[src/logic/enc_cmd_regs.svh]
`ifndef ENC_CMD_REGS_SVH
`define ENC_CMD_REGS_SVH
// ==========================================================
// register byte offsets
`define REG_CMD        8'h00
`define REG_PARAM      8'h04
`define REG_STATUS     8'h08
`define REG_REPLY      8'h0c
`define REG_POSITION   8'h10
`define REG_RESOLUTION 8'h14
`define REG_ENC_TYPE   8'h18
`define REG_DENOM      8'h1c
`define REG_AFUNC      8'h20
// ==========================================================
// command register fields
`define CMD_OP_LSB     0
`define CMD_OP_MSB     2
`define CMD_HAS_PARAM  8
`define CMD_CHAN_LSB   16
`define CMD_CHAN_MSB   17
// status register fields
`define STS_REPLY_VALID 0
`define STS_REJECT      1
// ==========================================================
// accepted ranges and reset values
`define POS_FORBIDDEN  32'h8000_0000
`define RES_MIN        32'h0000_00c8
`define RES_MAX        32'h0001_f400
`define DENOM_MAX      32'h0000_03e8
`define RES_RESET      18'h00fa0
`define DENOM_RESET    10'h3e8
`define AFUNC_RESET    2'h3
`define AFUNC_MIN      2'h1
`define AFUNC_MAX      2'h3
`endif

[src/logic/enc_cmd_pkg.sv]
package enc_cmd_pkg;
   typedef enum logic [2:0] {
      op_none          = 3'h0,
      op_encoder_pos   = 3'h1,
      op_resolution    = 3'h2,
      op_encoder_type  = 3'h3,
      op_gear_denom    = 3'h4,
      op_analog_func   = 3'h5
   } op_t;

   typedef struct packed {
      logic [31:0] pos;
      logic [17:0] res;
      logic        single_ended;
      logic [9:0]  denom;
      logic [1:0]  afunc1;
      logic [1:0]  afunc2;
      logic        gear_en;
      logic        analog_input_one_ref;
      logic        analog_input_one_gp;
      logic        analog_input_two_trq;
      logic        analog_input_two_gp;
      logic [31:0] param;
      logic [31:0] reply;
      logic        reply_valid;
      logic        reject;
      logic        waitreq;
      logic [31:0] rdata;
      logic [3:0]  sync1;
      logic [3:0]  sync2;
      logic [1:0]  ab_prev;
   } state_t;
endpackage

[src/logic/reset_sync.sv]
`timescale 1ns/1ps
`default_nettype none
module reset_sync (
   input  wire logic i_clk,
   input  wire logic i_resetn,
   output logic      o_rst_n
);
   logic stage_q;

   // release is synchronous so no flop sees reset drop near its edge
   always_ff @(posedge i_clk or negedge i_resetn) begin
      if (!i_resetn) begin
         stage_q <= 1'b0;
         o_rst_n <= 1'b0;
      end else begin
         stage_q <= 1'b1;
         o_rst_n <= stage_q;
      end
   end
endmodule // reset_sync
`default_nettype wire

[src/logic/encoder_gearing_command_handler.sv]
// How it works
// - position command with value loads the signed encoder count, within limits.
// - position command without value reports the present encoder count.
// - resolution command stores counts per rev, 200 to 128000, queryable.
// - encoder type flag zero selects differential, one selects single-ended.
// - gear denominator stores 0 to 1000, default 1000.
// - denominator zero disables electronic gearing.
// - analog function takes channel 1 or 2 and code 1 to 3, default 3.
// - channel one code 1 is reference, 2 unused, 3 general purpose.
// - channel two code 1 unused, 2 torque reference, 3 general purpose.
// - analog function with only a channel replies that channel's code.
//
// Our own choices: the register addresses and the Avalon-MM slave port.
`timescale 1ns/1ps
`default_nettype none
`include "enc_cmd_regs.svh"
module encoder_gearing_command_handler (
   input  wire logic        i_clk_sys,
   input  wire logic        i_resetn,
   // avalon-mm slave
   input  wire logic [7:0]  i_address,
   input  wire logic        i_read,
   input  wire logic        i_write,
   input  wire logic [31:0] i_writedata,
   output logic [31:0]      o_readdata,
   output logic             o_waitrequest,
   // encoder pins, both flavours
   input  wire logic        i_enc_a_diff,
   input  wire logic        i_enc_b_diff,
   input  wire logic        i_enc_a_se,
   input  wire logic        i_enc_b_se,
   // settings seen by the drive
   output logic [31:0]      o_position,
   output logic [17:0]      o_resolution,
   output logic             o_enc_single_ended,
   output logic [9:0]       o_gear_denom,
   output logic             o_gear_enable,
   output logic             o_analog_input_one_is_reference,
   output logic             o_analog_input_one_is_general,
   output logic             o_analog_input_two_is_torque,
   output logic             o_analog_input_two_is_general
);
   // ==========================================================
   // reset
   logic rst_n;

   reset_sync u_reset_sync (
      .i_clk    (i_clk_sys),
      .i_resetn (i_resetn),
      .o_rst_n  (rst_n)
   );

   enc_cmd_pkg::state_t s_q;
   enc_cmd_pkg::state_t s_d;

   // ==========================================================
   // bus decode
   logic                req;
   logic                wr_cmd;
   logic                exec;
   enc_cmd_pkg::op_t    op;
   logic                has_param;
   logic [1:0]          chan;
   logic                val_ok;
   logic signed [31:0]  pv;

   // a request is taken once, in the cycle while waitrequest is high
   assign req       = (i_read | i_write) & s_q.waitreq;
   assign wr_cmd    = req & i_write & (i_address == `REG_CMD);
   assign op        = enc_cmd_pkg::op_t'(
                         i_writedata[`CMD_OP_MSB:`CMD_OP_LSB]);
   assign has_param = i_writedata[`CMD_HAS_PARAM];
   assign chan      = i_writedata[`CMD_CHAN_MSB:`CMD_CHAN_LSB];
   assign exec      = wr_cmd;
   assign pv        = s_q.param;

   function automatic logic afunc_ok(input logic [31:0] v);
      afunc_ok = (v >= {30'h0, `AFUNC_MIN}) && (v <= {30'h0, `AFUNC_MAX});
   endfunction

   // range check for the command being issued; a query carries no
   // value, so a stale parameter word must not refuse it
   always_comb begin
      case (op)
         enc_cmd_pkg::op_encoder_pos:
            val_ok = !has_param
                     || (s_q.param != `POS_FORBIDDEN);
         enc_cmd_pkg::op_resolution:
            val_ok = !has_param
                     || ((pv >= `RES_MIN) && (pv <= `RES_MAX));
         enc_cmd_pkg::op_encoder_type:
            val_ok = !has_param
                     || (s_q.param[31:1] == 31'h0);
         enc_cmd_pkg::op_gear_denom:
            val_ok = !has_param
                     || ((pv >= 32'sh0) && (pv <= `DENOM_MAX));
         enc_cmd_pkg::op_analog_func:
            val_ok = (chan == 2'h1 || chan == 2'h2)
                     && (!has_param || afunc_ok(s_q.param));
         default:
            val_ok = 1'b0;
      endcase
   end

   // ==========================================================
   // next state
   logic [1:0] ab_now;
   logic       moved;
   logic       up;

   always_comb begin
      s_d = s_q;

      // pins pass two flops; the first stage feeds only the second
      s_d.sync1 = {i_enc_a_diff, i_enc_b_diff, i_enc_a_se, i_enc_b_se};
      s_d.sync2 = s_q.sync1;
      ab_now = s_q.single_ended ? s_q.sync2[1:0]
                                : s_q.sync2[3:2];
      s_d.ab_prev = ab_now;
      // a double step is a glitch or overspeed; it is dropped
      moved = (ab_now[0] != s_q.ab_prev[0])
              ^ (ab_now[1] != s_q.ab_prev[1]);
      up = ab_now[1] ^ s_q.ab_prev[0];
      if (moved) begin
         s_d.pos = up ? s_q.pos + 32'h1 : s_q.pos - 32'h1;
      end

      // bus handshake: one cycle of waitrequest low per request
      s_d.waitreq = 1'b1;
      if (req) begin
         s_d.waitreq = 1'b0;
      end

      // reads
      if (req && i_read) begin
         if (i_address == `REG_PARAM) begin
            s_d.rdata = s_q.param;
         end else if (i_address == `REG_STATUS) begin
            s_d.rdata = {30'h0, s_q.reject, s_q.reply_valid};
         end else if (i_address == `REG_REPLY) begin
            s_d.rdata = s_q.reply;
         end else if (i_address == `REG_POSITION) begin
            s_d.rdata = s_q.pos;
         end else if (i_address == `REG_RESOLUTION) begin
            s_d.rdata = {14'h0, s_q.res};
         end else if (i_address == `REG_ENC_TYPE) begin
            s_d.rdata = {31'h0, s_q.single_ended};
         end else if (i_address == `REG_DENOM) begin
            s_d.rdata = {22'h0, s_q.denom};
         end else if (i_address == `REG_AFUNC) begin
            s_d.rdata = {22'h0, s_q.afunc2, 6'h0, s_q.afunc1};
         end else begin
            s_d.rdata = 32'h0;
         end
      end

      // writes other than commands
      if (req && i_write) begin
         if (i_address == `REG_PARAM) begin
            s_d.param = i_writedata;
         end else if (i_address == `REG_STATUS) begin
            // write one to clear; a same-cycle set below wins
            if (i_writedata[`STS_REPLY_VALID]) begin
               s_d.reply_valid = 1'b0;
            end
            if (i_writedata[`STS_REJECT]) begin
               s_d.reject = 1'b0;
            end
         end
      end

      // command execution
      if (exec && !val_ok) begin
         s_d.reject = 1'b1;
      end else if (exec && !has_param
                   && op != enc_cmd_pkg::op_analog_func) begin
         s_d.reply_valid = 1'b1;
         case (op)
            enc_cmd_pkg::op_encoder_pos:
               s_d.reply = s_q.pos;
            enc_cmd_pkg::op_resolution:
               s_d.reply = {14'h0, s_q.res};
            enc_cmd_pkg::op_encoder_type:
               s_d.reply = {31'h0, s_q.single_ended};
            default:
               s_d.reply = {22'h0, s_q.denom};
         endcase
      end else if (exec && !has_param) begin
         s_d.reply_valid = 1'b1;
         s_d.reply = {30'h0, (chan == 2'h1) ? s_q.afunc1
                                            : s_q.afunc2};
      end else if (exec) begin
         case (op)
            enc_cmd_pkg::op_encoder_pos:
               s_d.pos = s_q.param;
            enc_cmd_pkg::op_resolution:
               s_d.res = s_q.param[17:0];
            enc_cmd_pkg::op_encoder_type:
               s_d.single_ended = s_q.param[0];
            enc_cmd_pkg::op_gear_denom:
               s_d.denom = s_q.param[9:0];
            default: begin
               if (chan == 2'h1) begin
                  s_d.afunc1 = s_q.param[1:0];
               end else begin
                  s_d.afunc2 = s_q.param[1:0];
               end
            end
         endcase
      end

      // decoded settings registered so outputs come from flops
      s_d.gear_en  = (s_d.denom != 10'h0);
      s_d.analog_input_one_ref = (s_d.afunc1 == 2'h1);
      s_d.analog_input_one_gp  = (s_d.afunc1 == 2'h3);
      s_d.analog_input_two_trq = (s_d.afunc2 == 2'h2);
      s_d.analog_input_two_gp  = (s_d.afunc2 == 2'h3);
   end

   // ==========================================================
   // state register
   always_ff @(posedge i_clk_sys or negedge rst_n) begin
      if (!rst_n) begin
         s_q              <= '0;
         s_q.res          <= `RES_RESET;
         s_q.denom        <= `DENOM_RESET;
         s_q.afunc1       <= `AFUNC_RESET;
         s_q.afunc2       <= `AFUNC_RESET;
         s_q.gear_en      <= 1'b1;
         s_q.analog_input_one_gp      <= 1'b1;
         s_q.analog_input_two_gp      <= 1'b1;
         s_q.waitreq      <= 1'b1;
      end else begin
         s_q <= s_d;
      end
   end

   // ==========================================================
   // outputs
   assign o_readdata          = s_q.rdata;
   assign o_waitrequest       = s_q.waitreq;
   assign o_position          = s_q.pos;
   assign o_resolution        = s_q.res;
   assign o_enc_single_ended  = s_q.single_ended;
   assign o_gear_denom        = s_q.denom;
   assign o_gear_enable       = s_q.gear_en;
   assign o_analog_input_one_is_reference = s_q.analog_input_one_ref;
   assign o_analog_input_one_is_general   = s_q.analog_input_one_gp;
   assign o_analog_input_two_is_torque    = s_q.analog_input_two_trq;
   assign o_analog_input_two_is_general   = s_q.analog_input_two_gp;
endmodule // encoder_gearing_command_handler
`default_nettype wire

[config.mk]
export PLATFORM = sky130hd
export DESIGN_NAME = encoder_gearing_command_handler
export DESIGN_NICKNAME = d
export VERILOG_FILES = /design/src/logic/enc_cmd_pkg.sv /design/src/logic/reset_sync.sv /design/src/logic/encoder_gearing_command_handler.sv
export VERILOG_INCLUDE_DIRS = /design/src /design/src/logic
export SDC_FILE = /design/constraint.sdc
export NUM_CORES = 1
export LEC_CHECK = 0
export BUFFER_PORTS_ARGS = -buffer_cell sky130_fd_sc_hd__clkbuf_2
export CAP_MARGIN = 20
export CORE_MARGIN = 2
export CORE_UTILIZATION = 48
export CTS_BUF_LIST = sky130_fd_sc_hd__clkbuf_8
export CTS_CLUSTER_DIAMETER = 80
export DETAILED_ROUTE_END_ITERATION = 16
export GPL_TIMING_DRIVEN = 0
export PLACE_DENSITY = 0.71
export SYNTH_ARGS = -nofsm -noshare
export SYNTH_HDL_FRONTEND = slang
export SYNTH_SLANG_ARGS = --single-unit
[constraint.sdc]
create_clock -name i_clk_sys -period 5.9 [get_ports i_clk_sys]
set_clock_uncertainty 0.2 [all_clocks]
set_input_delay 1.18 -clock i_clk_sys [delete_from_list [all_inputs] [get_ports i_clk_sys]]
set_output_delay 1.18 -clock i_clk_sys [all_outputs]
set_load 0.1 [all_outputs]
==> results.py, run 1 <==
metrics = {
    "critical_path": {
        "setup.worst_path.start_class": "flip-flop",
        "cp-end-kind": "flip-flop",
        "cp.required_ns": 6.06,
        "crit_arrival_ns": 5.16,
        "cp_max_fo": 26,
        "critPathKind": "reg2reg",
        "reg2reg_depth": 15,
    },
    "global_route": {
        "grt.total_usage": 0.260,
        "grt_pass1_wl_mm": 47.9,
        "antenna_found_initial": 0,
        "grt_overflow": 0,
        "grt_pass1_vias": 8524,
        "grt_max_degree": 71,
    },
    "logic_synthesis": {
        "yosys-top-cells-area": "dfrtp_1 (38%), buf_4 (6.6%), mux2_2 (5.6%)",
        "synth.net_count": 1195,
        "synth_ff_type": "dfrtp_1",
        "synthArstFlopShare": 1.00,
        "synthCells": 1115,
        "yosysMostFrequentCell": "dfrtp_1",
        "ys.warnings.count": 0,
        "ys_ff_latch": 181,
        "synth_cell_types": 72,
        "ys_seq_area_frac": 0.431,
        "yosysTopAreaCell": "dfrtp_1",
        "synth_common_cells": "dfrtp_1 (161), nand2_1 (130), buf_4 (93)",
        "synth-edff-count": 0,
        "yosys.area.top_type_share": 0.381,
        "synthesis.area_sq_um": 10600,
        "synth_area_per_cell_sq_um": 9.48,
    },
    "cts": {
        "cts_setup_buffers": 0,
        "cts_max_path_buffers": 2,
        "ctsResizeCount": 0,
        "h-tree-depth": 4,
        "ctsHoldBuffers": 0,
        "cts_tree": "done",
        "clock-sinks": 181,
        "cts_root_buffer": "clkbuf_8",
        "cts_buffers": 17,
        "clk_pin_slew_ns": 0.10,
        "clock_latency_ns": 0.47,
    },
    "die": {
        "fp.coreArea_sq_um": 21800,
        "die_area_sq_um": 23200,
        "fp.dieW_um": 152,
        "start_util": 0.486,
        "rows": 54,
        "ios": 147,
        "die_h_um": 152,
    },
    "timing": {
        "relSlewSlack": 0.432,
        "worst_slew_pin_slew_ns": 0.852,
        "rsz0062_at_grt": "no",
        "post-route-period-util": 0.849,
        "finalSetupViolations": 0,
        "finalHoldViolCount": 0,
        "slew_viol_final": 0,
        "fin_crit_ns": 5.01,
        "fmax_mhz": 200,
        "holdWs_ns": 0.158,
        "tns_ns": 0,
    },
    "placed_design": {
        "numPortBuffers": 143,
        "place_hpwl_mm": 23.0,
        "routabilityCongestion": 0.922,
        "placed_area_sq_um": 11700,
    },
    "layout": {
        "antenna_cells": 0,
        "nFillCells": 2026,
        "design_area_sq_um": 12100,
        "post-route-util": 0.558,
        "final_nets": 1360,
        "ff_latch_area_sq_um": 4560,
        "drive_gt1_frac": 0.292,
        "multi_input_area_sq_um": 4990,
        "area_growth_pct": 14.9,
    },
    "pwr": {
        "ir_drop_uv": 497,
        "pwr_density_cell_nw_per_um2": 419,
        "leakage_nw": 5.80,
    },
    "min_path": {
        "hold_depth": 0,
        "hold_class": "reg2reg",
    },
    "drt": {
        "drc": 0,
        "drtIter0Drc": 969,
        "viasPerCell": 5.84,
        "dr.pass1.iters": 8,
        "drtAntennaViolNets": 0,
        "wl_mm": 30.2,
        "routedWlPerCell_um": 19.2,
        "vias": 9186,
    },
    "run": {
        "maxCapViolCount": 0,
    },
    "outcome": {
        "outcome": "completed",
    },
}
==> worst paths after layout <==
check                            endpoint                 start  slack, ns
min reg2reg                        s_q[3]                s_d[3]       0.16
max reg2reg                o_position[31]    o_enc_single_ended       0.89
min in group asynchronous          s_d[5]  u_reset_sync.o_rst_n       0.24
min                                s_q[3]                s_d[3]       0.16
max                        o_position[31]    o_enc_single_ended       0.89
max in group asynchronous  o_readdata[24]  u_reset_sync.o_rst_n       4.40
==> cell type report <==
class	instances	area share
buffer	153	0.0789
clock buffer	19	0.0215
sequential	181	0.375
tap	280	0.0288
inverter	20	0.00618
timing repair buffer	146	0.0657
multi-input combinational	761	0.410
clock inverter	13	0.0132
==> metrics by stage <==
| step | instances | setup slack (ns) | power, W |
|---|---|---|---|
| 6_report | 1573 | 0.893 | 0.00509 |
| 5_1_grt | 1573 | 0.542 | 0.00538 |
| 4_1_cts | 1572 | 0.543 | 0.00508 |
| 3_5_place_dp | 1540 | 0.561 | 0.00418 |
| 3_3_place_gp | 1538 | -1.69 | 0.00412 |
| 2_1_floorplan | 1115 | 0.318 | 0.00368 |
==> layer usage <==
metal / vias up / wire length, um / track usage / share of wire
li1: 4276 / - / - / -
met1: 4426 / 13500 / 0.384 / 0.45
met2: 439 / 13600 / 0.397 / 0.45
met3: 45 / 2430 / 0.0404 / 0.080
met4: 0 / 729 / 0.0789 / 0.024
met5: - / 0 / 0 / 0
==> worst max-delay path, cell delays in order (launching register included) <==
cell and delay, ns:
dfrtp_1 0.57, mux2i_1 0.18, xnor2_1 0.55, inv_1 0.35, buf_16 0.26, ha_1 0.35, nand2_1 0.09, o311a_1 0.39
o32a_1 0.41, o211ai_1 0.24, a31o_2 0.24, a21oi_1 0.13, a211oi_1 0.47, nor3_1 0.12, a211oi_1 0.24, nand2_1 0.07
==> kinds of logic after synthesis <==
kind of cell,Yosys count,share of synthesized area
flip-flops,181,0.431
other,1,0.000355
AO/OA/AOI/OAI,315,0.196
buffers and inverters,173,0.0977
adder cells (fa/ha/maj),32,0.0386
AND/OR/NAND/NOR,315,0.135
multiplexers,75,0.0815
XOR/XNOR,23,0.0204
==> sequential cells by signal, summed over array words and instances (netlist names) <==
| name | cells |
|---|---|
| o_analog_input_two_is_torque | 1 |
| o_enc_single_ended | 1 |
| o_gear_enable | 1 |
| o_resolution | 18 |
| o_readdata | 32 |
| u_reset_sync.stage_q | 1 |
| s_q | 44 |
| o_analog_input_two_is_general | 1 |
| u_reset_sync.o_rst_n | 1 |
| o_analog_input_one_is_general | 1 |
| o_position | 32 |
| s_d | 4 |
| o_waitrequest | 1 |
| pv | 32 |
| o_analog_input_one_is_reference | 1 |
| o_gear_denom | 10 |
==> placed cells by master (no fill, tap or decap), drive strengths merged, types with 9 or more instances in the layout <==
cell	synthesis	routed
a211oi	15	15
a21boi	9	9
a21o	11	11
a21oi	86	86
a222oi	26	26
a22oi	30	30
and3	9	9
buf	107	110
clkbuf	46	208
dfrtp	161	161
dfstp	20	20
ha	31	31
inv	20	28
mux2	62	62
mux2i	13	13
nand2	131	131
nand3	14	14
nor2	90	90
nor2b	10	10
nor3	18	18
nor4	10	10
o21ai	81	81
o31ai	15	15
xnor2	15	15
==> power breakdown <==
part	switching, W	internal [W]	total [W]	leakage (nW)
clock	0.000495	0.000415	0.000910	0.213
sequential	0.000286	0.00137	0.00166	2.36
combinational	0.00170	0.000828	0.00253	3.23
total	0.00248	0.00261	0.00509	5.80
No activity file was read; power rests on OpenSTA's default activity.
==> inputs of run 2 (changes only) <==
- PLACE_DENSITY: 0.71 -> 0.69
- clock period: 5.9 -> 4.9 ns (I/O delays scaled with it)
==> run 2 against run 1 <==
  * Core utilization barely moved
  * Cell area barely moved
  * First-iteration DRC count rose by 27%
  * Global-route usage fell by 0.34 points
  * Flip-flop and latch count did not move
  * Critical endpoint unchanged
  * Critical path depth did not move
  * Highest routed layer unchanged
  * Worst hold slack got worse by 0.090 ns
==> results.py, run 2 (synthesis gave the netlist of run 1 again) <==
metrics = {
    "pwr": {
        "net-switching-power_w": 0.00296,
        "leakage_nw": 5.78,
        "pwr_density_cell_nw_per_um2": 500,
        "p_int_w": 0.00312,
        "finalPower_w": 0.00608,
        "swShare": 0.487,
        "ir_drop_uv": 526,
        "p_seq_frac": 0.327,
        "power_frac_clock": 0.172,
        "comb_power_share": 0.501,
    },
    "cts": {
        "ctsHoldBuffers": 0,
        "cts_tree": "done",
        "clk_pin_slew_ns": 0.10,
        "cts_root_buffer": "clkbuf_8",
        "cts_buffers": 17,
        "clock_latency_ns": 0.48,
        "h-tree-depth": 4,
        "clock-sinks": 181,
        "cts_max_path_buffers": 2,
    },
    "critical_path": {
        "critPathKind": "reg2reg",
        "r2r_setup_slack_ns": 0.30,
        "crit_arrival_ns": 4.76,
        "cp-end-kind": "flip-flop",
        "reg2reg_depth": 15,
        "startpoint": "o_enc_single_ended",
        "setup.worst_path.start_class": "flip-flop",
        "r2r-end": "o_position[31]",
        "cp_max_fo": 7,
        "r2r-start": "o_enc_single_ended",
        "cp.required_ns": 5.07,
    },
    "layout": {
        "largest_reg_flops": 44,
        "area_growth_pct": 14.9,
        "final_nets": 1362,
        "drive_gt1_frac": 0.295,
        "nFillCells": 2015,
        "layout_commonest_cell": "dfrtp_1",
        "antenna_cells": 0,
        "regMostFlops": "s_q",
        "layout_common_cells": "dfrtp_1 (160), clkbuf_2 (143), nand2_1 (130)",
    },
    "global_route": {
        "antenna_found_initial": 1,
        "grt.total_usage": 0.257,
        "grt_pass1_wl_mm": 47.4,
        "grt_pass1_vias": 8438,
        "grt_max_degree": 73,
        "grt_overflow": 0,
    },
    "timing": {
        "relSlewSlack": 0.484,
        "finalSetupViolations": 0,
        "worst_slew_pin_slew_ns": 0.774,
        "post-route-period-util": 0.938,
        "slew_viol_final": 0,
        "tns_ns": 0,
        "fmax_mhz": 218,
        "finalHoldViolCount": 0,
        "rsz0062_at_grt": "no",
        "fin_crit_ns": 4.60,
    },
    "drt": {
        "drc": 0,
        "drtAntennaViolNets": 0,
        "vias": 9069,
        "viasPerCell": 5.76,
        "routedWlPerCell_um": 19.1,
        "wl_mm": 30.1,
        "dr.pass1.iters": 9,
        "drtIter0Drc": 1231,
    },
    "die": {
        "fp.coreArea_sq_um": 21800,
        "start_util": 0.486,
        "fp.dieW_um": 152,
        "die_area_sq_um": 23200,
        "ios": 147,
        "rows": 54,
        "die_h_um": 152,
    },
    "placed_design": {
        "numPortBuffers": 143,
        "place_hpwl_mm": 22.8,
        "routabilityCongestion": 0.967,
    },
    "run": {
        "maxCapViolCount": 0,
    },
    "outcome": {
        "outcome": "completed",
    },
    "min_path": {
        "hold_class": "in2async",
    },
}
-- run 2: per-layer routing --
| metal | global-route usage | vias up | wire length, um |
|---|---|---|---|
| met3 | 0.0458 | 41 | 2430 |
| met2 | 0.399 | 423 | 13600 |
| li1 | - | 4267 | - |
| met5 | 0 | - | 0 |
| met1 | 0.375 | 4338 | 13500 |
| met4 | 0.0626 | 0 | 487 |
-- run 2: area by class of cell --
cell class | instances | area, sq um | share of cell area
buffer | 153 | 958 | 0.0789
clock buffer | 18 | 248 | 0.0204
clock inverter | 14 | 151 | 0.0125
inverter | 20 | 78.8 | 0.00649
multi-input combinational | 761 | 5010 | 0.412
sequential | 181 | 4560 | 0.375
tap | 280 | 350 | 0.0288
timing repair buffer | 147 | 786 | 0.0647
timing repair inverter | 1 | 7.51 | 0.000618
-- run 2: per-stage QoR --
| step | setup slack, ns | cell area (sq um) | cells | hold slack (ns) | utilization |
|---|---|---|---|---|---|
| after floorplan | 0.0269 | 10600 | 1115 | 0.131 | - |
| after global placement | -0.372 | 11600 | 1538 | 0.134 | 0.535 |
| after detailed placement | -0.412 | 11700 | 1540 | 0.136 | 0.538 |
| after CTS | 0.0729 | 12100 | 1575 | 0.0511 | 0.558 |
| after global routing | 0.0584 | 12100 | 1575 | 0.0447 | 0.558 |
| final | 0.304 | 12100 | 1575 | 0.0685 | 0.558 |
-- run 2: critical path, cell delays in order, from the launching register on --
cell	delay (ns)
dfrtp_1	0.57
mux2i_2	0.40
xnor2_4	0.24
clkinvlp_4	0.26
buf_4	0.21
ha_1	0.34
o21a_1	0.18
o21ai_0	0.29
o32a_1	0.29
o211ai_1	0.15
a31o_2	0.30
a21oi_1	0.28
a211oi_1	0.19
o221a_2	0.33
a211oi_1	0.16
nand2_1	0.08
-- run 2: how the worst max path moves through the flow --
stage / slack [ns] / endpoint / cells past startpoint
2_1_floorplan: 0.03 / o_position[31] / 14
3_3_place_gp: -0.37 / o_position[31] / 14
3_5_place_dp: -0.41 / o_position[31] / 14
4_1_cts: 0.07 / o_position[30] / 12
5_1_grt: 0.06 / o_position[31] / 14
6_report: 0.30 / o_position[31] / 15
-- run 2: repair_timing --
action                                 CTS  global route
buffers inserted                         2             0
endpoints found under the hold margin    0             0
gates cloned                             1             0
gates resized for setup                  2             3
setup endpoints to repair                6             2
-- run 2: power groups by stage --
stage | Clock [W] | Combinational [W] | Sequential, W
3_3_place_gp | 0 | 0.00294 | 0.00202
5_1_grt | 0.00112 | 0.00329 | 0.00201
3_5_place_dp | 0 | 0.00302 | 0.00200
4_1_cts | 0.00105 | 0.00303 | 0.00197
2_1_floorplan | 0 | 0.00257 | 0.00186
6_report | 0.00104 | 0.00304 | 0.00199
